==> src/rtl/cpmc_pkg.sv <==
/*
  Shared constants for the privilege and mode control block.
  Assumes a single core clock domain; included before the modules.
*/
package cpmc_pkg;
  // Combined level and mode states
  typedef enum logic [1:0] {
    CPMC_PRIV_THREAD = 2'b00,
    CPMC_USER_THREAD = 2'b01,
    CPMC_PRIV_HANDLR = 2'b10
  } cpmc_state_e;

  // Mode control register fields and reset value
  localparam int          CPMC_CTRL_W       = 2;
  localparam int          CPMC_CTRL_NPRIV   = 0;
  localparam int          CPMC_CTRL_SPSEL   = 1;
  localparam logic [1:0]  CPMC_CTRL_RST     = 2'h0;
  // Execution status register: compact instruction state bit
  localparam int          CPMC_ESR_TBIT     = 24;
  localparam logic [31:0] CPMC_ESR_RST      = 32'h01000000;
  // Stack pointers, word aligned
  localparam logic [31:0] CPMC_SP_RST       = 32'h00000000;
  localparam logic [31:0] CPMC_SP_ALIGN     = 32'hFFFFFFFC;
  // Address map region bases (top three bits), 4 GB space
  localparam logic [2:0]  CPMC_REG_CODE     = 3'h0;
  localparam logic [2:0]  CPMC_REG_SRAM     = 3'h1;
  localparam logic [2:0]  CPMC_REG_PERI     = 3'h2;
  localparam logic [2:0]  CPMC_REG_SYS      = 3'h7;
  // Bit-band alias window offsets and lock length
  localparam logic [7:0]  CPMC_BB_SRAM      = 8'h22;
  localparam logic [7:0]  CPMC_BB_PERI      = 8'h42;
  localparam int          CPMC_BB_LOCK_CYC  = 2;
  // Instruction encoding classes
  localparam logic [4:0]  CPMC_WIDE_PFX0    = 5'h1D;
  localparam logic [4:0]  CPMC_WIDE_PFX1    = 5'h1E;
  localparam logic [4:0]  CPMC_WIDE_PFX2    = 5'h1F;
endpackage

==> src/rtl/cpmc_sp_bank.sv <==
/*
  Banked pair of stack pointers, main and process.
  Assumes the caller gives the selection and one write strobe.
*/
`timescale 1ns/1ps
module cpmc_sp_bank
  import cpmc_pkg::*;
(
  // Clock and reset
  input  wire logic        clk,
  input  wire logic        rst_n,
  input  wire logic        ce,
  // Selection and write
  input  wire logic        sel_process,
  input  wire logic        wr_en,
  input  wire logic [31:0] wr_data,
  // Read data
  output logic [31:0] sp_value,
  output logic [31:0] main_sp,
  output logic [31:0] proc_sp
);
  logic [31:0] main_stack_pointer_r, main_stack_pointer_nxt;
  logic [31:0] process_stack_pointer_r, process_stack_pointer_nxt;
  logic [31:0] sp_value_r, sp_value_nxt;

  // Write the selected pointer, low two bits forced to zero
  always_comb begin
    main_stack_pointer_nxt    = main_stack_pointer_r;
    process_stack_pointer_nxt = process_stack_pointer_r;
    if (wr_en && sel_process) begin
      process_stack_pointer_nxt = wr_data & CPMC_SP_ALIGN;
    end else if (wr_en) begin
      main_stack_pointer_nxt = wr_data & CPMC_SP_ALIGN;
    end
    sp_value_nxt = sel_process ? process_stack_pointer_nxt
                               : main_stack_pointer_nxt;
  end

  // Register the bank and the selected read value
  always_ff @(posedge clk or negedge rst_n) begin
    if (!rst_n) begin
      main_stack_pointer_r    <= CPMC_SP_RST;
      process_stack_pointer_r <= CPMC_SP_RST;
      sp_value_r              <= CPMC_SP_RST;
    end else if (ce) begin
      main_stack_pointer_r    <= main_stack_pointer_nxt;
      process_stack_pointer_r <= process_stack_pointer_nxt;
      sp_value_r              <= sp_value_nxt;
    end
  end

  assign sp_value = sp_value_r;
  assign main_sp  = main_stack_pointer_r;
  assign proc_sp  = process_stack_pointer_r;
endmodule

==> src/rtl/cpmc_top.sv <==
/*
  Privilege level and operating mode control for a 32-bit core:
  state tracking, fault on restricted access, stack selection,
  encoding check, bit-band lock, unaligned and region decode.
  Assumes core pipeline supplies one-cycle request strobes on ref_clk.
*/
`timescale 1ns/1ps
// What this block does
// - Only privileged handler, privileged thread or user thread ever occur.
// - Servicing an exception: handler mode, always privileged; else thread.
// - User level: restricted instructions or register accesses fault.
// - Privileged level: everything allowed, no privilege fault.
// - Two stack pointers, main and process, chosen by mode and control bit 1.
// - External reset is active low, pulled up when undriven.
// - Only 16-bit and 32-bit compact encodings accepted; legacy set faults.
// - Bit-band accesses are atomic; no other access intervenes.
// - Unaligned data accesses permitted at any byte address.
// - 4 GB space decoded into code, data, peripheral regions, own buses; the block only reports address bits 31:29 on acc_region, with no buses.
// - Control bit 0: zero privileged thread, one user thread.
// - Control bit 1 selects process stack; forced zero in handler mode.
// - Status bit 24 stays one; an attempt to clear it faults.
module cpmc_top
  import cpmc_pkg::*;
(
  // Clock, reset, enable
  input  wire logic        ref_clk,
  input  wire logic        rstn,
  input  wire logic        ce,
  // External reset pin, already pulled up on the pad
  input  wire logic        external_reset_n,
  // Exception sequencing from the interrupt logic
  input  wire logic        exc_entry,
  input  wire logic        exc_return,
  // Instruction decode request
  input  wire logic        instr_valid,
  input  wire logic [15:0] instr_half,
  input  wire logic        instr_legacy,
  input  wire logic        instr_restricted,
  // Special register writes (control, status, stack)
  input  wire logic        ctrl_wr,
  input  wire logic [1:0]  ctrl_wdata,
  input  wire logic        esr_wr,
  input  wire logic [31:0] esr_wdata,
  input  wire logic        sp_wr,
  input  wire logic [31:0] sp_wdata,
  // Data access request
  input  wire logic        acc_valid,
  input  wire logic [31:0] acc_addr,
  input  wire logic        acc_sys,
  input  wire logic        acc_bitband,
  // State and fault outputs
  output logic [1:0]  state,
  output logic        privileged,
  output logic        handler_mode,
  output logic [1:0]  control,
  output logic [31:0] execution_status_register,
  output logic [31:0] stack_pointer,
  output logic        fault,
  output logic        instr_wide,
  // Access routing
  output logic        acc_grant,
  output logic [2:0]  acc_region,
  output logic        acc_unaligned,
  output logic        bb_locked
);
  // Reset release and pin synchronisers
  logic [1:0] rst_sync_r, rst_sync_nxt;
  logic       rst_n;
  logic [1:0] external_reset_n_sync_r, external_reset_n_sync_nxt;

  // Next values of both two-flop chains
  always_comb begin
    rst_sync_nxt  = {rst_sync_r[0], 1'b1};
    external_reset_n_sync_nxt = {external_reset_n_sync_r[0], external_reset_n};
  end

  // Reset release: asserts at once, lets go two edges later
  always_ff @(posedge ref_clk or negedge rstn) begin
    if (!rstn) begin
      rst_sync_r <= 2'h0;
    end else begin
      rst_sync_r <= rst_sync_nxt;
    end
  end
  assign rst_n = rst_sync_r[1];

  // External reset pin passes two flops before use
  always_ff @(posedge ref_clk or negedge rstn) begin
    if (!rstn) begin
      external_reset_n_sync_r <= 2'h3;
    end else if (ce) begin
      external_reset_n_sync_r <= external_reset_n_sync_nxt;
    end
  end

  // Block state, next values and decode helpers
  cpmc_state_e state_r, state_nxt;
  logic [1:0]  ctrl_r, ctrl_nxt;
  logic [31:0] esr_r, esr_nxt;
  logic        fault_r, fault_nxt;
  logic        wide_r, wide_nxt;
  logic        half2_r, half2_nxt;
  logic        grant_r, grant_nxt;
  logic [2:0]  region_r, region_nxt;
  logic        unal_r, unal_nxt;
  logic [1:0]  bb_cnt_r, bb_cnt_nxt;
  logic        priv_r, priv_nxt;
  logic        hand_r, hand_nxt;
  logic        lock_r, lock_nxt;
  logic        is_user, is_handler, sel_proc, sp_we, soft_rst;
  logic        ctrl_wr_ok, esr_wr_ok, sp_wr_ok, priv_fault, esr_fault;
  logic        enc_fault, prefix;

  // Decode the current level and mode
  assign soft_rst   = !external_reset_n_sync_r[1];
  assign is_user    = (state_r == CPMC_USER_THREAD);
  assign is_handler = (state_r == CPMC_PRIV_HANDLR);
  // Process stack only in thread mode with the select bit set
  assign sel_proc   = !is_handler && ctrl_r[CPMC_CTRL_SPSEL];
  assign sp_we      = sp_wr && !is_user;

  // Level/mode sequencing and control register
  always_comb begin
    state_nxt = state_r;
    ctrl_nxt  = ctrl_r;
    if (ctrl_wr_ok) begin
      ctrl_nxt = ctrl_wdata;
      if (is_handler) begin
        ctrl_nxt[CPMC_CTRL_SPSEL] = 1'b0;
      end
    end
    if (exc_entry) begin
      state_nxt = CPMC_PRIV_HANDLR;
      ctrl_nxt[CPMC_CTRL_SPSEL] = 1'b0;
    end else if (exc_return && is_handler) begin
      state_nxt = ctrl_nxt[CPMC_CTRL_NPRIV] ? CPMC_USER_THREAD
                                            : CPMC_PRIV_THREAD;
    end else if (!is_handler) begin
      state_nxt = ctrl_nxt[CPMC_CTRL_NPRIV] ? CPMC_USER_THREAD
                                            : CPMC_PRIV_THREAD;
    end
    case (state_nxt)
      CPMC_PRIV_THREAD, CPMC_USER_THREAD, CPMC_PRIV_HANDLR: ;
      default: state_nxt = CPMC_PRIV_THREAD;
    endcase
    if (soft_rst) begin
      state_nxt = CPMC_PRIV_THREAD;
      ctrl_nxt  = CPMC_CTRL_RST;
    end
    // Level and mode pins follow the next state, so they stay flops
    priv_nxt = (state_nxt != CPMC_USER_THREAD);
    hand_nxt = (state_nxt == CPMC_PRIV_HANDLR);
  end

  // Register level, mode and control; ce freezes them
  always_ff @(posedge ref_clk or negedge rst_n) begin
    if (!rst_n) begin
      state_r <= CPMC_PRIV_THREAD;
      ctrl_r  <= CPMC_CTRL_RST;
      priv_r  <= 1'b1;
      hand_r  <= 1'b0;
    end else if (ce) begin
      state_r <= state_nxt;
      ctrl_r  <= ctrl_nxt;
      priv_r  <= priv_nxt;
      hand_r  <= hand_nxt;
    end
  end

  // Privilege checks and encoding checks
  always_comb begin
    ctrl_wr_ok = ctrl_wr && !is_user;
    esr_wr_ok  = esr_wr && !is_user;
    sp_wr_ok   = sp_we;
    priv_fault = is_user && ((instr_valid && instr_restricted) ||
                 ctrl_wr || esr_wr || sp_wr ||
                 (acc_valid && acc_sys));
    esr_fault  = esr_wr_ok && !esr_wdata[CPMC_ESR_TBIT];
    enc_fault  = instr_valid && instr_legacy;
    prefix     = (instr_half[15:11] == CPMC_WIDE_PFX0) ||
                 (instr_half[15:11] == CPMC_WIDE_PFX1) ||
                 (instr_half[15:11] == CPMC_WIDE_PFX2);
    fault_nxt  = !soft_rst && (priv_fault || esr_fault || enc_fault);
  end

  // Status register and instruction width tracking
  always_comb begin
    esr_nxt = esr_r;
    if (esr_wr_ok) begin
      esr_nxt = esr_wdata;
    end
    esr_nxt[CPMC_ESR_TBIT] = 1'b1;
    half2_nxt = half2_r;
    // Pulse only in the cycle after a completed pair
    wide_nxt  = 1'b0;
    if (instr_valid && !instr_legacy) begin
      // Second halfword of a 32-bit encoding ends the pair
      wide_nxt  = half2_r;
      half2_nxt = !half2_r && prefix;
    end
    // A legacy word breaks any half-finished pair
    if (instr_valid && instr_legacy) begin
      half2_nxt = 1'b0;
    end
    if (soft_rst || exc_entry) begin
      esr_nxt   = CPMC_ESR_RST;
      half2_nxt = 1'b0;
      wide_nxt  = 1'b0;
    end
  end

  // Register status and width tracking
  always_ff @(posedge ref_clk or negedge rst_n) begin
    if (!rst_n) begin
      esr_r   <= CPMC_ESR_RST;
      wide_r  <= 1'b0;
      half2_r <= 1'b0;
    end else if (ce) begin
      esr_r   <= esr_nxt;
      wide_r  <= wide_nxt;
      half2_r <= half2_nxt;
    end
  end

  // Register the fault pulse, one cycle after the request
  always_ff @(posedge ref_clk or negedge rst_n) begin
    if (!rst_n) begin
      fault_r <= 1'b0;
    end else if (ce) begin
      fault_r <= fault_nxt;
    end
  end

  // Data access: region decode, bit-band lock, alignment flag
  always_comb begin
    bb_cnt_nxt = (bb_cnt_r != 2'h0) ? bb_cnt_r - 2'h1 : 2'h0;
    grant_nxt  = 1'b0;
    region_nxt = region_r;
    unal_nxt   = unal_r;
    if (acc_valid && (bb_cnt_r == 2'h0) && !(is_user && acc_sys)) begin
      grant_nxt  = 1'b1;
      region_nxt = acc_addr[31:29];
      unal_nxt   = (acc_addr[1:0] != 2'h0);
      if (acc_bitband && ((acc_addr[31:24] == CPMC_BB_SRAM) ||
                          (acc_addr[31:24] == CPMC_BB_PERI))) begin
        bb_cnt_nxt = 2'(CPMC_BB_LOCK_CYC);
      end
    end
    if (soft_rst) begin
      bb_cnt_nxt = 2'h0;
      grant_nxt  = 1'b0;
    end
    // Lock pin is a flop copy of the counter's next value
    lock_nxt = (bb_cnt_nxt != 2'h0);
  end

  // Register routing and lock; ce freezes them
  always_ff @(posedge ref_clk or negedge rst_n) begin
    if (!rst_n) begin
      grant_r  <= 1'b0;
      region_r <= CPMC_REG_CODE;
      unal_r   <= 1'b0;
      bb_cnt_r <= 2'h0;
      lock_r   <= 1'b0;
    end else if (ce) begin
      grant_r  <= grant_nxt;
      region_r <= region_nxt;
      unal_r   <= unal_nxt;
      bb_cnt_r <= bb_cnt_nxt;
      lock_r   <= lock_nxt;
    end
  end

  // Banked stack pointers
  cpmc_sp_bank u_sp (
    .clk         (ref_clk),
    .rst_n       (rst_n),
    .ce          (ce),
    .sel_process (sel_proc),
    .wr_en       (sp_wr_ok),
    .wr_data     (sp_wdata),
    .sp_value    (stack_pointer),
    .main_sp     (),
    .proc_sp     ()
  );

  // Outputs straight from flops
  assign state        = state_r;
  assign privileged   = priv_r;
  assign handler_mode = hand_r;
  assign control      = ctrl_r;
  assign execution_status_register = esr_r;
  assign fault        = fault_r;
  assign instr_wide   = wide_r;
  assign acc_grant    = grant_r;
  assign acc_region   = region_r;
  assign acc_unaligned = unal_r;
  assign bb_locked    = lock_r;
endmodule

==> config.mk <==
export PLATFORM = sky130hd
export DESIGN_NAME = cpmc_top
export DESIGN_NICKNAME = d
export VERILOG_FILES = /design/src/rtl/cpmc_pkg.sv /design/src/rtl/cpmc_sp_bank.sv /design/src/rtl/cpmc_top.sv
export SDC_FILE = /design/constraint.sdc
export NUM_CORES = 1
export LEC_CHECK = 0
export BUFFER_PORTS_ARGS = -buffer_cell sky130_fd_sc_hd__buf_4
export CORE_MARGIN = 8
export CORE_UTILIZATION = 50
export CTS_CLUSTER_SIZE = 24
export DETAILED_ROUTE_END_ITERATION = 16
export MAX_ROUTING_LAYER = met4
export PLACE_DENSITY_LB_ADDON = 0.15
export SYNTH_ARGS = -nofsm -noshare
export SYNTH_HDL_FRONTEND = slang
export SYNTH_SLANG_ARGS = --single-unit
==> constraint.sdc <==
create_clock -name ref_clk -period 5.8 [get_ports ref_clk]
set_clock_uncertainty 0.1 [all_clocks]
set_input_delay 0.58 -clock ref_clk [delete_from_list [all_inputs] [get_ports ref_clk]]
set_output_delay 0.58 -clock ref_clk [all_outputs]
set_load 0.01 [all_outputs]
Word-level counts from Yosys, hierarchy flattened
Cells that the tools add are included.
Widths: inputs -> output; s select.
{"block": "op_classes", "addsub": 1, "mul": 0, "div_mod_pow": 0, "order_cmp": 0, "n_eq_ne": 12, "shifts": 0, "muxes": 27, "bitwise": 0, "n_reduce_logical": 47}
{"op": "$mux 32", "count": 6}
{"op": "$mux 2", "count": 11}
{"op": "$logic_and 1x1->1", "count": 18}
{"op": "$eq 5x5->1 const B", "count": 3}
{"op": "$logic_or 1x1->1", "count": 10}
{"op": "$mux 1", "count": 10}
{"op": "$eq 8x6->1 const B", "count": 1}
{"op": "$eq 8x7->1 const B", "count": 1}
{"op": "$reduce_and 2->1", "count": 4}
{"op": "$reduce_bool 2->1", "count": 4}
{"op": "$logic_not 1->1", "count": 7}
{"op": "$eq 2x2->1 const B", "count": 3}
{"op": "$eq 2x1->1 const B", "count": 2}
{"op": "$logic_not 2->1", "count": 2}
{"op": "$ne 3x2->1 const B", "count": 1}
{"op": "$reduce_bool 3->1", "count": 1}
{"op": "$reduce_or 3->1", "count": 1}
{"op": "$ne 2x1->1 const B", "count": 1}
{"op": "$sub 2x1->2 const B", "count": 1}
{"block": "word_totals", "ff_bits": 149, "latch_bits": 0, "ram_bits": 0, "mem_bits_ro": 0, "in_bits": 129, "wordCells": 107, "n_memories": 0}

Longest topological paths before layout
{"block": "depth", "ltp_word": 13, "ltp_mapped": 7, "mapped_depth_nobuf": 4}

Cells and area by module
Synthesis repeated with hierarchy kept, for this count alone.
{"block": "hier_totals", "hier_cells": 481, "area_unflattened_um2": 6287.3}
{"mod": "cpmc_sp_bank", "instances": 1, "cells_each": 313, "area_per_inst_um2": 4164.0, "seq_area_each_um2": 2402.3}
{"mod": "cpmc_top", "instances": 1, "cells_each": 168, "area_per_inst_um2": 2123.3, "seq_area_each_um2": 1305.0}

Least setup slack after synthesis
No wires, ideal clock.
{"block": "synth_timing", "path_type": "flip-flop to flip-flop", "startpoint": "register state_r[0], in the netlist state[0]", "endpoint": "register u_sp.main_stack_pointer_r[10], in the netlist u_sp.main_sp[10]", "setup_ns": 0.125, "t_arrival_ns": 1.512, "path_slack_ns": 4.064, "stages_incl_launch_ff": 7, "period_less_slack_ns": 1.736, "path_cell_list": "dfrtp_1 > buf_4 > inv_2 > maj3_2 > nand3_2 > buf_6 > mux2_2"}
{"block": "synth_between", "elab_chain_len": 5, "word_cells_on_any_way": 9, "classes_between": "eq/ne: 2; mux: 2; reduce/logical: 5"}
{"element": "start: declaration", "line": "cpmc_top.sv:97", "text": "cpmc_state_e state_r, state_nxt;"}
{"element": "start signal: assignment", "line": "cpmc_top.sv:163", "text": "state_r <= state_nxt;"}
{"element": "$eq 2x1->1 or $eq 2x2->1 (tied branches)", "line": "cpmc_top.sv:116, cpmc_top.sv:117"}
{"element": "$logic_not 1->1 (on tied branches)"}
{"element": "$logic_and 1x1->1 (on tied branches)", "line": "cpmc_top.sv:120, cpmc_top.sv:119"}
{"element": "$mux 32 or $logic_and 1x1->1 (tied branches)", "line": "cpmc_sp_bank.sv:32, cpmc_sp_bank.sv:30"}
{"element": "$mux 32 *", "line": "cpmc_sp_bank.sv:30", "text": "if (wr_en && sel_process) begin"}
{"element": "end signal: assignment", "line": "cpmc_sp_bank.sv:46", "text": "main_stack_pointer_r <= main_stack_pointer_nxt;"}
{"element": "end: declaration", "line": "cpmc_sp_bank.sv:22", "text": "logic [31:0] main_stack_pointer_r, main_stack_pointer_nxt;"}
Every way passes the cells marked *; elsewhere a longest branch is shown, timed or not.
A chain may end at the register's enable or synchronous reset.

Final worst setup path
{"block": "layout_timing", "startpoint": "register state_r[1], in the netlist state[1]", "endpoint": "register u_sp.sp_value_r[31], in the netlist u_sp.sp_value[31]"}
{"block": "layout_between", "elab_chain_len": 6, "word_cells_on_any_way": 11, "classes_between": "eq/ne: 2; mux: 4; reduce/logical: 5"}
{"element": "$eq 2x1->1 or $eq 2x2->1 (tied branches)", "line": "cpmc_top.sv:116, cpmc_top.sv:117"}
{"element": "$logic_not 1->1 (on tied branches)"}
{"element": "$logic_and 1x1->1 (on tied branches)", "line": "cpmc_top.sv:120, cpmc_top.sv:119"}
{"element": "$mux 32 or $logic_and 1x1->1 (tied branches)", "line": "cpmc_sp_bank.sv:32, cpmc_sp_bank.sv:30"}
{"element": "$mux 32", "line": "cpmc_sp_bank.sv:30"}
{"element": "$mux 32 *", "line": "cpmc_sp_bank.sv:35", "text": "sp_value_nxt = sel_process ? process_stack_pointer_nxt"}
{"element": "end signal: assignment", "line": "cpmc_sp_bank.sv:48", "text": "sp_value_r <= sp_value_nxt;"}
{"element": "end: declaration", "line": "cpmc_sp_bank.sv:24", "text": "logic [31:0] sp_value_r, sp_value_nxt;"}
Marked as above.

==> impl_summary.txt <==
----------------------------------------------------
[Status]
  Result of the run ... finished clean

[Placement]
  Total placed instance area ... 7924 um2
  Buffers on Ports ... 170
  Post-DP HPWL ... 11730 um
  Placer's final routability congestion estimate ... 0.7681
  Worst slack at placement ... 2.956 ns

[GRT]
  Wire length of the first global-routing pass ... 29690 um
  Number of global-route vias before repair ... 5695
  Maximum number of pins on one net before global-route repair ... 77
  Tot GR Track Use ... 22.01%
  Initial antenna violation count ... 0
  Total congestion overflow after global routing ... 0

[STA]
  Final Cycle Share ... 49.62%
  Time the worst path needs with I/O delays and setup ... 2.878 ns
  Worst relative slew slack ... 28.71%
  Worst hold margin ... 0.2535 ns
  Worst setup slack after layout ... 2.922 ns
  Setup repair after global routing missed its margin ... false
  Final setup violation count ... 0
  Achievable Freq ... 347.5 MHz
  Pins over their slew limit ... 0
  Measured slew at the worst slew-check pin ... 1.069 ns
  Hold Vio Cnt, Final ... 0
  Summed negative setup slack over all endpoints ... 0 ns

[Synthesis]
  Flip-flop and latch count after synthesis ... 148
  Fraction of the yosys area taken by sequential cells ... 55.87%
  Synth async-reset ratio ... 100.0%
  Unique masters post-synth ... 49
  Number of synthesized flops with an enable pin ... 0
  Syn Std Cell Area ... 6635 um2
  Mapped Cells ... 596
  Top flip-flop cell by instance count after synthesis ... sky130_fd_sc_hd__dfrtp_1
  Number of warnings printed during yosys synthesis ... 0
  Synthesized area divided by synthesized cell count ... 11.13 um2

[Die]
  Io pins ... 207
  Core outline area ... 13090 um2
  Number of rows in the core area ... 42
  Die area ... 17210 um2
  Horiz. Die Dim ... 131.2 um
  DIE HEIGHT ... 131.2 um
  Initial core utilization ... 50.71%

[CTS]
  Number of CTS-inserted buffers ... 17
  Total number of clock tree sinks ... 148
  Post-CTS setup buffers ... 0
  Clk Tree Root Cell ... sky130_fd_sc_hd__clkbuf_16
  Clock tree from TritonCTS ... done
  Deepest clock path buffer count ... 2
  Cells resized by post-CTS repair ... 0
  Worst skew pair latency ... 0.42 ns
  H-tree lvl count ... 4
  Clock transition at the register clock pins on the worst setup and hold paths after CTS ... 0.06 ns
  Number of buffers inserted by hold repair at cts ... 1

[Critical path]
  FF-to-FF Start ... state[1]
  Worst path cell trace ... nand2b_1 -> buf_4 -> nand2_1 -> buf_4 -> a221o_1 -> o211ai_1
  Critical path's most frequent cell ... sky130_fd_sc_hd__buf_4
  Worst path bufs/invs ... 2
  Startpoint types ... flip-flop
  Launch point of the worst path ... state[1]
  Slowest stage delay, CP ... 0.66 ns
  Maximum fanout count along the critical path ... 28
  Required time at the worst-slack endpoint ... 6.03 ns
  Critical Path Sink Type ... flip-flop
  Critical-path top delay cell ... sky130_fd_sc_hd__dfrtp_1
  Arrival time at the worst endpoint ... 3.11 ns
  Register-to-Register Setup Slack ... 2.92 ns
  Cell family with most CP delay ... simple AND/OR/NAND/NOR gates
  Worst Path Class, Setup ... reg2reg

[Route]
  Post-detailed-route via-to-cell ratio ... 5.676
  Iteration-0 DRC count of the detailed router ... 272
  Routed vias ... 5307
  Final Routed Wirelength ... 18400 um
  Per-cell routed wire length ... 19.68 um
  Number of detailed-routing iterations run before antenna repair ... 4
  DRT antenna net count ... 0
  Post-route DRC violation count ... 0

[Cells and area]
  Most frequent cells in the layout ... sky130_fd_sc_hd__buf_4 (177), sky130_fd_sc_hd__dfrtp_1 (144), sky130_fd_sc_hd__nand2_1 (101)
  Utilization of the core after routing ... 65.98%
  Final std cell area, no fill ... 8633 um2
  Count of nets after finishing ... 875
  Layout cells sized above 1 ... 33.47%
  Combined flip-flop and latch cell area ... 3711 um2
  Most frequent standard cell in the layout excluding fill and tap cells ... sky130_fd_sc_hd__buf_4
  Multi-input gate area in the final layout ... 2619 um2
  Fill cells ... 1011
  Antenna diode count ... 0
  Area growth from synthesis to layout ... 30.12%

[Min path]
  Worst hold path startpoint ... rst_sync_r[0]
  Class of the worst hold path ... reg2reg

[Run]
  Max-capacitance violation count ... 0

[Power]
  Power per Cell Area ... 359.4 nW/um2
  Worst vdd rail ir drop ... 0.2049 mV
  Static Leak ... 4.136 nW

----------------------------------------------------
sequential cells by signal, summed over array words and instances (netlist names), 2 cells and up:
register,count
state,2
u_sp.main_sp,32
rst_sync_r,2
execution_status_register,31
external_reset_n_sync_r,2
u_sp.proc_sp,32
control,2
u_sp.sp_value,32
bb_cnt_r,2
acc_region,3
worst reg2reg max path, delay by kind of cell (launching register included):
| kind | cells | cell delay [ns] |
|---|---|---|
| flip-flops | 1 | 0.66 |
| AND/OR/NAND/NOR | 2 | 0.78 |
| AO/OA/AOI/OAI | 2 | 0.56 |
| buffers and inverters | 2 | 0.68 |
layout make-up:
cell class,instances,share of cell area [%]
tap,176,2.551
inverter,12,0.5217
timing repair buffer,178,15.51
clock inverter,10,2.609
sequential,148,42.99
multi-input combinational,389,30.33
clock buffer,22,5.493
report_power, final:
part | internal [mW] | switching [mW] | total [mW]
combinational | 0.263 | 0.240 | 0.503
sequential | 1.20 | 0.108 | 1.30
clock | 0.882 | 0.414 | 1.30
metrics by stage:
stage	power [mW]	instances
finish	3.102	935
global route	3.234	935
CTS	3.122	935
detailed placement	1.823	902
global placement	1.792	902
floorplan	1.591	597
cells in the mapped netlist, types with 3 or more instances:
| cell | count | area share [%] |
|---|---|---|
| sky130_fd_sc_hd__nor3_1 | 3 | 0.23 |
| sky130_fd_sc_hd__a32o_1 | 3 | 0.45 |
| sky130_fd_sc_hd__a211oi_1 | 26 | 2.9 |
| sky130_fd_sc_hd__buf_6 | 5 | 0.85 |
| sky130_fd_sc_hd__a22o_1 | 33 | 4.4 |
| sky130_fd_sc_hd__nor2_1 | 10 | 0.57 |
| sky130_fd_sc_hd__o22ai_1 | 27 | 2.5 |
| sky130_fd_sc_hd__nand2_1 | 101 | 5.7 |
| sky130_fd_sc_hd__nand3_1 | 4 | 0.30 |
| sky130_fd_sc_hd__clkbuf_1 | 26 | 1.5 |
| sky130_fd_sc_hd__a21o_1 | 5 | 0.57 |
| sky130_fd_sc_hd__nand2b_1 | 5 | 0.47 |
| sky130_fd_sc_hd__a221oi_1 | 3 | 0.40 |
| sky130_fd_sc_hd__mux2_2 | 34 | 5.8 |
| sky130_fd_sc_hd__inv_1 | 11 | 0.62 |
| sky130_fd_sc_hd__o2bb2ai_1 | 6 | 0.79 |
| sky130_fd_sc_hd__dfstp_2 | 3 | 1.2 |
| sky130_fd_sc_hd__and2_1 | 5 | 0.47 |
| sky130_fd_sc_hd__o21ai_0 | 36 | 2.7 |
| sky130_fd_sc_hd__mux2i_1 | 29 | 4.4 |
| sky130_fd_sc_hd__and3_1 | 27 | 2.5 |
| sky130_fd_sc_hd__dfrtp_1 | 145 | 55 |
| sky130_fd_sc_hd__buf_2 | 13 | 0.98 |
| sky130_fd_sc_hd__o21ai_1 | 4 | 0.30 |
final timing paths:
path                                                endpoint  depth (start not counted)
worst min register to register                 rst_sync_r[1]                          0
max in group asynchronous                              fault                          1
worst max-delay path                       u_sp.sp_value[31]                          6
worst min-delay path                           rst_sync_r[1]                          0
min in group asynchronous       execution_status_register[9]                          0
worst max register to register             u_sp.sp_value[31]                          6
metal layers:
layer  share of wire, %  global-route usage (%)  wire [um]
met4                1.5                   8.134        276
met2                 51                   36.51       9313
met1                 43                   26.01       7935
met3                4.8                   4.497        879
met5                  0                       -          0
cell families after synthesis:
group | Yosys count | synth area share [%]
multiplexers | 64 | 10.31
other | 1 | 0.05652
flip-flops | 148 | 55.87
adder cells (fa/ha/maj) | 2 | 0.3206
buffers and inverters | 60 | 4.808
AND/OR/NAND/NOR | 166 | 11.64
XOR/XNOR | 2 | 0.5469
AO/OA/AOI/OAI | 153 | 16.44
Power figures use the tool's default switching activity.
